===== config.mk =====
export PLATFORM = sky130hd
export DESIGN_NAME = cpu_space_bus_termination
export DESIGN_NICKNAME = d
export VERILOG_FILES = /design/src/cpu_space_pkg.sv /design/src/cpu_space_bus_termination.sv
export SDC_FILE = /design/constraint.sdc
export NUM_CORES = 1
export LEC_CHECK = 0
export BUFFER_PORTS_ARGS = -buffer_cell sky130_fd_sc_hd__buf_2
export CAP_MARGIN = 20
export CORE_ASPECT_RATIO = 1.25
export CORE_MARGIN = 1.5
export CORE_UTILIZATION = 25
export DETAILED_ROUTE_END_ITERATION = 8
export GPL_TIMING_DRIVEN = 0
export PLACE_DENSITY = 0.44
export SLEW_MARGIN = 20
export SYNTH_ARGS = -nofsm -noshare
export SYNTH_HDL_FRONTEND = slang
export SYNTH_SLANG_ARGS = --single-unit

===== constraint.sdc =====
create_clock -name i_sys_clk -period 1.9 [get_ports i_sys_clk]
set_clock_uncertainty 0.15 [all_clocks]
set_input_delay 0.19 -clock i_sys_clk [delete_from_list [all_inputs] [get_ports i_sys_clk]]
set_output_delay 0.19 -clock i_sys_clk [all_outputs]
set_load 0.05 [all_outputs]

===== src/cpu_space_pkg.sv =====
// Package: CPU-space encodings, termination codes and bus request carriers
package cpu_space_pkg;

  // Function code lines
  localparam logic [2:0]  FC_CPU_SPACE   = 3'h7;
  // CPU space type field position and values
  localparam int          TYPE_LSB       = 16;
  localparam logic [3:0]  TYPE_BREAKPOINT_INSTRUCTION      = 4'h0;
  localparam logic [3:0]  TYPE_ACCESS    = 4'h1;
  localparam logic [3:0]  TYPE_COPROC    = 4'h2;
  // Field positions inside the address
  localparam int          BREAKPOINT_INSTRUCTION_NUM_LSB   = 2;
  localparam int          COPROCESSOR_IDENTIFIER_LSB       = 13;
  localparam logic [2:0]  MMU_COPROCESSOR_IDENTIFIER       = 3'h0;
  // Transfer size codes: byte, word
  localparam logic [1:0]  SIZE_BYTE      = 2'h1;
  localparam logic [1:0]  SIZE_WORD      = 2'h2;
  // Data-size acknowledge codes (active high here): 01 byte port, 10 word, 11 long
  localparam logic [1:0]  ACK_BYTE_PORT  = 2'h1;
  // Sampling window for a late bus error after acknowledge, in samples
  localparam logic [1:0]  LATE_SAMPLES   = 2'h1;

  // Request kinds
  typedef enum logic [1:0] {
    REQ_BREAKPOINT_INSTRUCTION   = 2'b00,
    REQ_COPROC = 2'b01,
    REQ_ACCESS = 2'b10,
    REQ_OTHER  = 2'b11
  } req_kind_t;

  // Termination results
  typedef enum logic [2:0] {
    TERM_NONE     = 3'b000,
    TERM_NORMAL   = 3'b001,
    TERM_BUS_ERR  = 3'b010,
    TERM_ILLEGAL  = 3'b011,
    TERM_RETRY    = 3'b100
  } term_t;

  // Request from the sequencer
  typedef struct packed {
    req_kind_t   kind;
    logic [2:0]  fc;        // Function code for ordinary accesses
    logic [31:0] addr;      // Ordinary address
    logic [2:0]  breakpoint_instruction_num;  // Breakpoint number
    logic [2:0]  coprocessor_identifier;      // Coprocessor identifier
    logic [7:0]  reg_sel;   // Register select
    logic [1:0]  size;
    logic        read;
  } bus_req_t;

  // Bus cycle outputs
  typedef struct packed {
    logic [2:0]  fc;
    logic [31:0] addr;
    logic [1:0]  size;
    logic        read;
    logic        strobe;    // Address strobe, active high internally
  } bus_out_t;

endpackage : cpu_space_pkg


===== src/cpu_space_bus_termination.sv =====
// Bus controller for CPU-space cycles and asynchronous cycle termination
// Notes on behaviour
// - Every CPU-space access drives function code lines to all ones.
// - Breakpoint acknowledge is a CPU-space read, type zero, number on A4-A2.
// - Acknowledged breakpoint word replaces the opcode and is executed afterwards.
// - A byte-port answer to breakpoint acknowledge triggers a second byte cycle.
// - Bus error on breakpoint acknowledge raises an illegal instruction exception.
// - Coprocessor access: type 0010, identifier on A15-A13, register on A5-A0.
// - MMU answers as identifier zero; access checks use type 0001, select A7-A0.
// - Acknowledge alone ends the cycle normally and the bus continues.
// - Halt with or before acknowledge ends normally, then bus stops until release.
// - Bus error without halt, before or with acknowledge, gives bus error exception.
// - Bus error one sample after acknowledge, halt negated, still gives bus error.
// - Bus error with halt, before or with acknowledge, ends cycle then reruns it.
// - Bus error and halt one sample after acknowledge also retry the cycle.
// - Retry drops bus controls, waits release, reissues same address, code, size.
module cpu_space_bus_termination
  import cpu_space_pkg::*;
(
  // Clock, reset, enable
  input  wire logic        i_sys_clk,
  input  wire logic        i_nrst,
  input  wire logic        i_clk_en,
  // Sequencer request
  input  wire logic        i_req_valid,
  input  wire bus_req_t    i_req,
  output logic             o_req_ready,
  // Bus pins (termination inputs active low)
  input  wire logic [1:0]  i_data_size_acknowledge_n,
  input  wire logic        i_bus_error_input_n,
  input  wire logic        i_halt_n,
  input  wire logic [15:0] i_data,
  output bus_out_t         o_bus,
  // Results toward the pipeline
  output logic             o_done,
  output term_t            o_term,
  output logic [15:0]      o_rd_data,
  output logic             o_pipe_insert,
  output logic             o_halted
);

  timeunit 1ns;
  timeprecision 1ns;

  // Bus controller states
  typedef enum logic [2:0] {
    ST_IDLE  = 3'b000,
    ST_WAIT  = 3'b001,
    ST_LATE  = 3'b010,
    ST_HOLD  = 3'b011,
    ST_RETRY = 3'b100
  } state_t;

  // Two-flop synchronisers for the asynchronous termination pins
  logic [3:0] term_meta_reg;
  logic [3:0] term_sync_reg;
  logic [15:0] data_meta_reg;
  logic [15:0] data_sync_reg;

  always_ff @(posedge i_sys_clk) begin
    if (!i_nrst) begin
      term_meta_reg <= 4'h0;
      term_sync_reg <= 4'h0;
      data_meta_reg <= 16'h0000;
      data_sync_reg <= 16'h0000;
    end else if (i_clk_en) begin
      // Inverted so that 1 means asserted
      term_meta_reg <= {~i_halt_n, ~i_bus_error_input_n, ~i_data_size_acknowledge_n};
      term_sync_reg <= term_meta_reg;
      data_meta_reg <= i_data;
      data_sync_reg <= data_meta_reg;
    end
  end

  logic [1:0] ack;
  logic       bus_error_input;
  logic       halt;
  assign ack  = term_sync_reg[1:0];
  assign bus_error_input = term_sync_reg[2];
  assign halt = term_sync_reg[3];

  state_t      state_reg;
  bus_out_t    cyc_reg;          // Held access information for reruns
  req_kind_t   kind_reg;
  logic        second_byte_reg;
  logic        acked_reg;        // Acknowledge seen, late window open
  logic [1:0]  late_cnt_reg;
  logic        halt_seen_reg;    // Halt sampled with or before acknowledge
  logic [15:0] word_reg;

  // Address encoding of the incoming request
  bus_out_t req_bus;
  always_comb begin
    req_bus        = '0;
    req_bus.size   = i_req.size;
    req_bus.read   = i_req.read;
    req_bus.strobe = 1'b1;
    req_bus.fc     = FC_CPU_SPACE;
    unique case (i_req.kind)
      REQ_BREAKPOINT_INSTRUCTION: begin
        req_bus.addr[TYPE_LSB +: 4]     = TYPE_BREAKPOINT_INSTRUCTION;
        req_bus.addr[BREAKPOINT_INSTRUCTION_NUM_LSB +: 3] = i_req.breakpoint_instruction_num;
        req_bus.read                    = 1'b1;
        req_bus.size                    = SIZE_WORD;
      end
      REQ_COPROC: begin
        req_bus.addr[TYPE_LSB +: 4] = TYPE_COPROC;
        req_bus.addr[COPROCESSOR_IDENTIFIER_LSB +: 3] = i_req.coprocessor_identifier;
        req_bus.addr[5:0]           = i_req.reg_sel[5:0];
      end
      REQ_ACCESS: begin
        // Access-level check always targets the MMU identifier
        req_bus.addr[TYPE_LSB +: 4] = TYPE_ACCESS;
        req_bus.addr[COPROCESSOR_IDENTIFIER_LSB +: 3] = MMU_COPROCESSOR_IDENTIFIER;
        req_bus.addr[7:0]           = i_req.reg_sel;
      end
      REQ_OTHER: begin
        req_bus.fc   = i_req.fc;
        req_bus.addr = i_req.addr;
      end
    endcase
  end

  // Main cycle sequencer and termination decode
  always_ff @(posedge i_sys_clk) begin
    if (!i_nrst) begin
      state_reg       <= ST_IDLE;
      cyc_reg         <= '0;
      kind_reg        <= REQ_OTHER;
      second_byte_reg <= 1'b0;
      acked_reg       <= 1'b0;
      late_cnt_reg    <= 2'h0;
      halt_seen_reg   <= 1'b0;
      word_reg        <= 16'h0000;
      o_done          <= 1'b0;
      o_term          <= TERM_NONE;
      o_rd_data       <= 16'h0000;
      o_pipe_insert   <= 1'b0;
      o_halted        <= 1'b0;
      o_req_ready     <= 1'b0;
    end else if (i_clk_en) begin
      o_done        <= 1'b0;
      o_pipe_insert <= 1'b0;
      o_req_ready   <= 1'b0;
      unique case (state_reg)
        ST_IDLE: begin
          o_halted <= halt;
          // Halt stops new cycles at the boundary
          if (i_req_valid && !halt && !bus_error_input) begin
            cyc_reg         <= req_bus;
            kind_reg        <= i_req.kind;
            second_byte_reg <= 1'b0;
            acked_reg       <= 1'b0;
            halt_seen_reg   <= 1'b0;
            o_req_ready     <= 1'b1;
            state_reg       <= ST_WAIT;
          end
        end
        ST_WAIT: begin
          if (halt) begin
            halt_seen_reg <= 1'b1;
          end
          if (bus_error_input && (halt || halt_seen_reg)) begin
            cyc_reg.strobe <= 1'b0;
            state_reg      <= ST_RETRY;
          end else if (bus_error_input) begin
            cyc_reg.strobe <= 1'b0;
            o_done         <= 1'b1;
            o_term         <= (kind_reg == REQ_BREAKPOINT_INSTRUCTION) ? TERM_ILLEGAL : TERM_BUS_ERR;
            state_reg      <= ST_IDLE;
          end else if (ack != 2'h0) begin
            // Capture data, then keep sampling one more state for a late error
            if (second_byte_reg) begin
              word_reg[7:0] <= data_sync_reg[15:8];
            end else if (ack == ACK_BYTE_PORT && kind_reg == REQ_BREAKPOINT_INSTRUCTION) begin
              word_reg[15:8] <= data_sync_reg[15:8];
            end else begin
              word_reg <= data_sync_reg;
            end
            acked_reg      <= 1'b1;
            late_cnt_reg   <= LATE_SAMPLES;
            halt_seen_reg  <= halt_seen_reg | halt;
            cyc_reg.strobe <= 1'b0;
            state_reg      <= ST_LATE;
          end
        end
        ST_LATE: begin
          // One more sample: late bus error or late retry
          if (bus_error_input && halt) begin
            state_reg <= ST_RETRY;
          end else if (bus_error_input) begin
            o_done    <= 1'b1;
            o_term    <= (kind_reg == REQ_BREAKPOINT_INSTRUCTION) ? TERM_ILLEGAL : TERM_BUS_ERR;
            state_reg <= ST_IDLE;
          end else if (late_cnt_reg > 2'h1) begin
            late_cnt_reg <= late_cnt_reg - 2'h1;
          end else if (kind_reg == REQ_BREAKPOINT_INSTRUCTION && !second_byte_reg &&
                       ack == ACK_BYTE_PORT) begin
            // Byte port: gather remaining byte at next address
            second_byte_reg <= 1'b1;
            cyc_reg.addr    <= cyc_reg.addr + 32'h0000_0001;
            cyc_reg.size    <= SIZE_BYTE;
            state_reg       <= ST_HOLD;
          end else begin
            o_done    <= 1'b1;
            o_term    <= TERM_NORMAL;
            o_rd_data <= word_reg;
            o_pipe_insert <= (kind_reg == REQ_BREAKPOINT_INSTRUCTION);
            o_halted  <= halt_seen_reg | halt;
            state_reg <= ST_IDLE;
          end
        end
        ST_HOLD: begin
          // Wait for responder to drop acknowledge before the next cycle
          if (ack == 2'h0 && !bus_error_input) begin
            cyc_reg.strobe <= 1'b1;
            acked_reg      <= 1'b0;
            state_reg      <= ST_WAIT;
          end
        end
        ST_RETRY: begin
          // Controls dropped; rerun same access once both released
          cyc_reg.strobe <= 1'b0;
          o_halted       <= halt;
          if (!bus_error_input && !halt) begin
            cyc_reg.strobe <= 1'b1;
            halt_seen_reg  <= 1'b0;
            acked_reg      <= 1'b0;
            state_reg      <= ST_WAIT;
          end
        end
        default: state_reg <= ST_IDLE;
      endcase
    end
  end

  // Bus pins come straight from the held cycle register
  assign o_bus = cyc_reg;

endmodule : cpu_space_bus_termination


# After elaboration in Yosys (flattened, before gate mapping)
# Cells that the tools add are included.
# word_totals
register_bits,127
output_inout_bits,62
# classes
addsub,2
order_cmp,1
eq_ne,26
n_mux,80
bitwise_logic,10
n_reduce_logical,36
# op_table
op,count
34-bit 2-to-1 mux,4
34-bit case mux with 2 select lines,1
3-bit 2-to-1 mux,16
36-bit 2-to-1 mux,1
1-bit 2-to-1 mux,33
"32-bit by 1-bit adder with 32-bit output, second input constant",1
6-bit AND reduction,5
"2-bit != test, second input constant",14
8-bit 2-to-1 mux,2
4-bit case mux with 4 select lines,1
15-bit 2-to-1 mux,1
3-bit case mux with 5 select lines,1
2-bit 2-to-1 mux,7
7-bit AND reduction,2
2-bit case mux with 2 select lines,3
3-bit case mux with 2 select lines,2
1-bit logical AND,9
3-bit case mux with 3 select lines,1
"4-bit != test, second input constant",2
1-bit NOT,8
1-bit case mux with 2 select lines,4
8-bit AND reduction,1
2-bit nonzero test,4
"3-bit by 2-bit == test with 1-bit output, second input constant",2
other kinds (22),30

# Depth between registers and ports, before layout
# Gate-level depths: netlist of the first run.
# depth
depth_word,8
ltp_mapped,9
mapped_depth_nobuf,7

# Worst setup path before layout of the first run
# Ideal clock, no wire load.
# synth_timing
path_kind,reg-to-reg
from,"register cyc_reg, in the netlist o_bus[4]"
to,"register cyc_reg, in the netlist o_bus[32]"
setup_time_ns,0.119
arrival_time_ns,2.204
required_ns,1.631
slack_ns,-0.573
path_stages_with_launch,7
period_less_slack_ns,2.473
cell_sequence,dfxtp_1 -> ha_1 -> nand3_1 -> nor3_1 -> or4bb_1 -> mux2i_1 -> o2bb2ai_1
# synth_via
elab_chain_cells,6
# synth_rtl
item,line_no,rtl
from (decl),cpu_space_bus_termination.sv:83,bus_out_t cyc_reg;
from (signal assigned),cpu_space_bus_termination.sv:150,cyc_reg <= req_bus;
32-bit by 1-bit adder with 32-bit output,cpu_space_bus_termination.sv:201,cyc_reg.addr <= cyc_reg.addr + 32'h0000_0001;
34-bit 2-to-1 mux,cpu_space_bus_termination.sv:197,end else if (kind_reg == REQ_BREAKPOINT_INSTRUCTION && !second_byte_reg &&
34-bit 2-to-1 mux,cpu_space_bus_termination.sv:195,end else if (late_cnt_reg > 2'h1) begin
34-bit 2-to-1 mux,cpu_space_bus_termination.sv:191,end else if (bus_error_input) begin
34-bit 2-to-1 mux,cpu_space_bus_termination.sv:189,if (bus_error_input && halt) begin
34-bit case mux with 2 select lines,cpu_space_bus_termination.sv:145,unique case (state_reg)
# No other way between the ends. The select of a mux whose other input is x is not followed.
# A chain may end at the register's enable or synchronous reset.

# Worst setup path after layout of the first run
# layout_timing
from,register state_reg[0]
to,"register cyc_reg, in the netlist o_bus[7]"
# layout_via
elab_chain_cells,3
# layout_rtl
item,line_no,rtl
from (decl),cpu_space_bus_termination.sv:82,state_t state_reg;
from (signal assigned),cpu_space_bus_termination.sv:127,state_reg <= ST_IDLE;
from (signal assigned),cpu_space_bus_termination.sv:156,state_reg <= ST_WAIT;
from (signal assigned),cpu_space_bus_termination.sv:165,state_reg <= ST_RETRY;
3-bit by 2-bit == test with 1-bit output or 3-bit logical NOT (tied branches),cpu_space_bus_termination.sv:145,
2-bit != test (no line) or 2-bit nonzero test (tied branches),--,
7-bit AND reduction (no line),--,
# Parallel ways exist; a longest one is shown, timed or not.

==> results of run 1 <==
[cell families (layout without fill, tap and decap cells)]
kind of cell,after synthesis,in the layout,synth area share [%]
other,1,1,0.0607
and+or+nand+nor,283,283,22.1
muxes,51,51,8.28
buffers and inverters,70,332,5.37
adders and majority gates,6,6,1.22
xor gates and xnor gates,1,1,0.142
DFF,126,126,40.8
AOI/OAI and AO/OA,210,210,22.0
[layout make-up]
type	count	area, sq um
flip-flops and latches	126	2630
well taps	330	413
repair buffers	237	1730
clock inverters	15	164
fillers	2541	14500
multi-input cells	552	4000
plain buffers	52	424
inverters	11	43.8
clock buffers	17	425
[cells in the final DEF (no fill, tap or decap), types with 16 or more instances in the layout]
cell           instances
dfxtp_4               25
clkbuf_1              16
mux2i_1               50
nand4_1               16
clkbuf_16             24
buf_2                141
o21ai_0               22
buf_6                 18
dfxtp_1               90
dlygate4sd3_1         40
buf_4                 42
nor2_1                75
a21oi_2               25
nand3_1               19
a21oi_1               43
nand2_1               72
[worst reg2reg max path, delay by kind of cell, from the launching register on]
| kind | cells | cell delay (ns) |
|---|---|---|
| buf+inv | 3 | 0.42 |
| flops | 1 | 0.37 |
| simple gates | 2 | 0.58 |
| compound gates | 3 | 0.48 |
[worst paths after layout]
path / startpoint / to / slack [ns] / depth (start not counted)
worst min register to register: o_rd_data[2] / o_rd_data[2] / 0.30 / 2
worst min-delay path: i_req[28] / o_bus[15] / 0.01 / 4
worst max register to register: state_reg[0] / o_bus[7] / -0.20 / 8
worst max-delay path: state_reg[0] / o_bus[7] / -0.20 / 8
[per-stage QoR]
stage,instances,util [%]
2_1_floorplan,748,-
3_3_place_gp,1215,30.6
3_5_place_dp,1215,30.6
4_1_cts,1306,36.6
5_1_grt,1340,40.4
6_report,1340,40.4
[metal layers]
layer / wire length [um] / vias up / share of wire, % / global-route usage (%)
met4: 561 / 0 / 2.3 / 6.97
met5: 0 / - / 0 / 0
met3: 1190 / 40 / 4.9 / 3.98
met2: 12600 / 219 / 51 / 33.5
met1: 10200 / 3256 / 42 / 21.8
li1: - / 3246 / - / -
[power breakdown]
part | leakage (nW) | internal, W | total (W) | switching [W]
clock | 0.290 | 0.00177 | 0.00327 | 0.00150
combinational | 2.67 | 0.000553 | 0.00128 | 0.000728
sequential | 1.05 | 0.00272 | 0.00282 | 0.000105
total | 4.01 | 0.00504 | 0.00737 | 0.00234
[timing repair]
| action | in CTS | in global routing |
|---|---|---|
| endpoints found under the hold margin | 40 | 0 |
| buffers inserted | 24 | 27 |
| endpoints found under the setup margin | 80 | 72 |
| hold buffers | 40 | 0 |
| cloned | 1 | 8 |
| resized for setup | 82 | 156 |
| pin swaps | 14 | 67 |
==> results.txt, run 1 <==
For the worst setup path, the data arrival time is 2.25 ns. Cell with the biggest individual delay on the critical path: or3b_1. The first global-routing pass estimated 36,600 um of wire. In this run the static leakage power is 4.01 nW. After routing the design area is 9820 sq um. The post-synthesis to final-layout area growth is 59.0%. TritonCTS built the clock tree. The minimum period implied by the final worst setup slack is 2.10 ns, and the maximum buffer depth of the clock tree is 2.

The worst pin sits at a relative slew slack of 44.4%. At the placement stage, the worst setup path has a slack of -0.914 ns. The final global-route overflow total was 0; the initial core utilization was 25.4%. The synthesized design contains 126 register bits. Summing internal, switching and leakage power gives 0.00737 W. At the pin with the least slew margin, the transition time is 0.833 ns. Traced cell by cell, the critical path runs through or3b_1 > buf_6 > o211ai_4 > or2_4 > buf_12 > buf_8 > a21oi_1 > o221a_1.

The worst setup path is launched from a register. The floorplan has 64 rows. Flip-flop count of the largest register after layout: 39. For the area enclosed by the die boundary, the log shows 25,700 sq um. By area the synthesized netlist is led by dfxtp_1, mux2i_1, a21oi_1. The number of antenna violations at the first check in global routing came out at 0. The number of standard cells after synthesis was 748. After detailed routing, the number of vias per cell comes to 5.05. The tools report the routed wire length as 24,500 um. Buffers inserted during clock tree synthesis total 17.

For the top-level I/O count, the log shows 140. Number of violations of the max-capacitance limit: 0. The minimum setup slack in the final design was -0.195 ns; the insertion delay of the later-clocked pin in the worst-skew pair was 0.43 ns. The fraction of final layout cells with drive strength greater than 1 works out to 40.9%. Yosys mapped the design onto 67 distinct sky130hd cell types. The repair_antennas step left the layout with diodes totalling 0. The clock transition at the registers of the reported paths works out to 0.07 ns. For the highest clock frequency the design can meet, the log shows 477 MHz. Setup repair after global routing could not meet its margin everywhere. For the required arrival time at the worst endpoint, the log shows 2.06 ns. The floorplan step set the die height to 179 um.

The fraction of synthesized cell area taken by the top area cell type works out to 40.8%. After detailed routing, the number of remaining DRC violations is 0. The worst setup path is captured at a register.

The share of the Yosys chip area taken by registers is 40.8%. The primary flip-flop cell chosen by synthesis mapping is dfxtp_1. During placement, the flow inserted port buffers numbering 137. Counting every net in the synthesized netlist gives 832.

Setup total negative slack on the finished layout was measured at -3.47 ns. VDD sags by at most 0.000594 V. Once detail routing completed, the nets flagged for antenna violations numbered 0. For the count of pins over their slew limit, the log shows 0. The flow ran to the end, but the final reports show violations. The synthesized design contains 0 enable-type register cells.

The final hold violation count is 0. Fraction of synthesis flops using an asynchronous set or reset pin: 0%. The tree built by TritonCTS fans out to 126 sinks. The logs give 17,100 um for the detailed-placement wirelength estimate and 6,560 for the via count of the first global-routing pass. Counting instances in the post-synthesis netlist gives the leading cell types as dfxtp_1, nand2_1, nor2_1, a21oi_1, mux2i_1. The tools report the maximum level of the CTS H-tree as 4. Along the worst path, the maximum fanout reaches 6. The largest single stage delay on the critical path is 0.39 ns. The warning count from the yosys run came out at 0. Aggregate global-route resource usage: 18.7%. The worst setup path is of the reg2reg kind. Routability-driven placement finished with a final weighted congestion of 0.847. Master cell of the clock root buffer: clkbuf_16. In this run the power density over the cells is 751 nW/um^2. The synthesized area per cell came out at 8.26 sq um. On the critical path the largest part of the delay comes from simple AND/OR/NAND/NOR gates. Setup violations remaining at the end of the flow were counted as 43. In this run the worst hold path is classified as in2reg.

In the post-synthesis netlist, the cell with the most instances is dfxtp_1. Summing all placed instances gives a cell area of 7440 sq um. The mapped netlist covers 6180 sq um.

The ratio of final minimum period to clock period is 110%, and the violation count after the first detailed-routing iteration is 392. The floorplan die width was 144 um; the worst hold slack across all endpoints was 0.00977 ns. The checks that failed: setup timing.

The largest area contributor in the synthesized netlist is dfxtp_1. The core region is 24,300 sq um. The detail-routed net length per standard cell is 18.3 um.

The net count of the finished layout is 1,081. Together, buffers and inverters on the worst path number 3. The pre-antenna-repair detailed-routing pass consisted of 5 iterations.

Detailed routing inserted a total of 6,761 vias. The run gives 17 as the largest net degree at the start of global routing.
Power figures use the tool's default switching activity.
==> run 2: changes to the inputs <==
--- a/config.mk
+++ b/config.mk
@@ -17,3 +17,4 @@
 export SYNTH_ARGS = -nofsm -noshare
 export SYNTH_HDL_FRONTEND = slang
 export SYNTH_SLANG_ARGS = --single-unit
+export TNS_END_PERCENT = 100
==> constraint.sdc (replaced) <==
create_clock -name i_sys_clk -period 1.9 [get_ports i_sys_clk]
set_clock_uncertainty 0.15 [all_clocks]
set_input_delay 0.19 -clock i_sys_clk [delete_from_list [all_inputs] [get_ports i_sys_clk]]
set_output_delay 0.19 -clock i_sys_clk [all_outputs]
set_load 0.01 [all_outputs]
==> results.txt, run 2 (synthesis gave the netlist of run 1 again) <==
At the end of routability-driven placement, the weighted congestion stood at 0.885. The minimum period implied by the final worst setup slack is 2.10 ns, and the clock transition at the registers of the reported paths is 0.06 ns. For the final routed DRC violation total, the log shows 0. The kind of launch point of the worst setup path is a register.

The total number of placement rows was 64. The analysis attributes to cell leakage a power of 3.83 nW. The setup TNS was -4.21 ns. The highest clock frequency the design can meet is 476 MHz. Setup repair after global routing could not meet its margin everywhere.

The element type at the critical path end was a register. The finished layout holds 1,332 standard cells, fillers aside. The H-tree was split into 4 levels. The actual transition at the worst max-transition pin is 0.842 ns. The run gives 18.8% as the aggregate global-route resource usage.

The repair_antennas step left the layout with diodes totalling 0. The tools report the setup slack on the worst flop-to-flop path as -0.20 ns. The first TritonRoute pass finished after 5 iterations. For the initial core utilization, the log shows 25.4%. The tools report the number of buffers created by CTS as 17. The worst IR drop on VDD is 0.000646 V, and the number of violations of the max-capacitance limit is 0. Number of antenna violations at the first check in global routing: 0.

The library cells used most frequently in the layout, excluding fill and tap cells, are buf_2, dfxtp_1, nand2_1. The start of the worst register-to-register path is state_reg[0]. Clock tree synthesis selected as its root buffer the cell clkbuf_16.

The class of the most critical hold timing path is in2reg. Leaving out fill and tap cells, the most frequent cell in the layout is buf_2. Power spread over the standard cell area amounts to 761 nW/um^2. The die covers 25,700 sq um.

The number of setup violations in the final report was 41. 140 I/O pins were placed. The floorplan step set the die height to 179 um. Detailed routing inserted a total of 6,770 vias. The via count of the first global-routing pass was 6,525; the detail-routed via count per cell was 5.08.

The minimum setup slack in the final design was -0.203 ns. The tools report the number of clock sinks seen by CTS as 126. Global routing finished with a remaining overflow of 0.

The count of nets left with antenna violations once routing finished came out at 0. Input and output buffers added on the ports amount to 137. The run finished, with violations left. From synthesis to final layout, the design area changed by 54.4%.

For the worst flop-to-flop path, the logic depth is 8. The capture point of the critical path was o_bus[7]. TritonCTS built the clock tree. Launching element of the worst setup path: state_reg[0]. At the worst endpoint, the arrival time is 2.27 ns. Headroom to the max-slew limit came out at 43.9%. The clock passes through at most 2 buffers. In the final routed layout, each cell accounts on average for 18.0 um. The tools report the final hold violation count as 0. In this run, placement finished with an instance count of 1,215. The critical-path maximum fanout is 7, and the first-pass GRT wire length is 36,700 um. Entering global routing, the biggest net connects 17 pins. The floorplan step defined a core boundary enclosing 24,300 sq um.

In the final design database the tool counted 1,073 nets. Once layout is complete, the utilization of the core stands at 39.2%. Fraction of final layout cells with drive strength greater than 1: 36.8%.

The run gives 0 as the count of pins over their slew limit. The flip-flop count of the largest register after layout works out to 39. The tools report the violation count after the first detailed-routing iteration as 298. In this run the critical register-to-register path is captured at o_bus[7]. The final reports fail on setup timing. The worst setup path category was reg2reg.

The final layout contains routed wiring with a total length of 24,000 um. The detailed-placement wirelength estimate came out at 16,800 um. For the worst setup path, the data required time is 2.06 ns. The insertion delay of the later-clocked pin in the worst-skew pair is 0.43 ns, and the floorplan die width is 144 um. The ratio of final minimum period to clock period came out at 111%.
## run 2: through the flow
step	hold WS, ns	setup WS [ns]	total power (W)	cell area, sq um
4_1_cts	0.000294	-0.169	0.00721	9080
3_3_place_gp	0.225	-0.852	0.00370	7340
3_5_place_dp	0.229	-0.857	0.00371	7340
2_1_floorplan	0.139	-0.0881	0.00337	6240
6_report	0.0182	-0.203	0.00726	9540
5_1_grt	0.0249	-0.223	0.00753	9540
## run 2: final cells by class
type	instances	area, sq um
plain buffers	50	375
clock buffers	17	425
clock inverters	15	166
fillers	2568	14800
inverters	11	41.3
multi-input cells	552	3910
flip-flops and latches	126	2600
well taps	330	413
repair buffers	231	1610
## run 2: repair_timing
| action | 4_1_cts | 5_1_grt |
|---|---|---|
| setup buffers | 34 | 16 |
| gates resized for setup | 136 | 105 |
| cloned | 3 | 0 |
| hold buffers | 42 | 0 |
| endpoints found under the setup margin | 82 | 71 |
| hold endpoints to repair | 42 | 0 |
| pin swaps | 35 | 27 |
## run 2: how the worst min path moves through the flow
stage	startpoint	to	slack, ns	depth (start not counted)
finish	i_req[44]	o_bus[31]	0.02	4
global route	i_req[44]	o_bus[31]	0.02	4
floorplan	i_data_size_acknowledge_n[0]	term_meta_reg[0]	0.14	1
detailed placement	i_data_size_acknowledge_n[1]	term_meta_reg[1]	0.23	2
CTS	i_req[44]	o_bus[31]	0.0003	4
global placement	i_data_size_acknowledge_n[1]	term_meta_reg[1]	0.23	2
## run 2: worst max-delay path, stage by stage (launching register included)
cell and delay [ns]:
dfxtp_4 0.36, or3b_1 0.38, buf_6 0.15, o211ai_4 0.20
or2_1 0.16, buf_6 0.17, buf_8 0.14, a21oi_2 0.04
o221a_1 0.23
## run 2: power breakdown
| part | total [W] | switching (W) | leakage [nW] | internal, W |
|---|---|---|---|---|
| clock | 0.00328 | 0.00151 | 0.291 | 0.00177 |
| sequential | 0.00283 | 0.000107 | 1.04 | 0.00273 |
| combinational | 0.00115 | 0.000605 | 2.49 | 0.000543 |
| total | 0.00726 | 0.00222 | 3.83 | 0.00504 |
## run 2: metal layers
layer	vias up	share of wire (%)	track usage, %
met5	-	0	0
met4	0	4.2	9.10
met3	60	5.0	3.55
met2	233	48	31.5
met1	3235	43	23.0
li1	3242	-	-
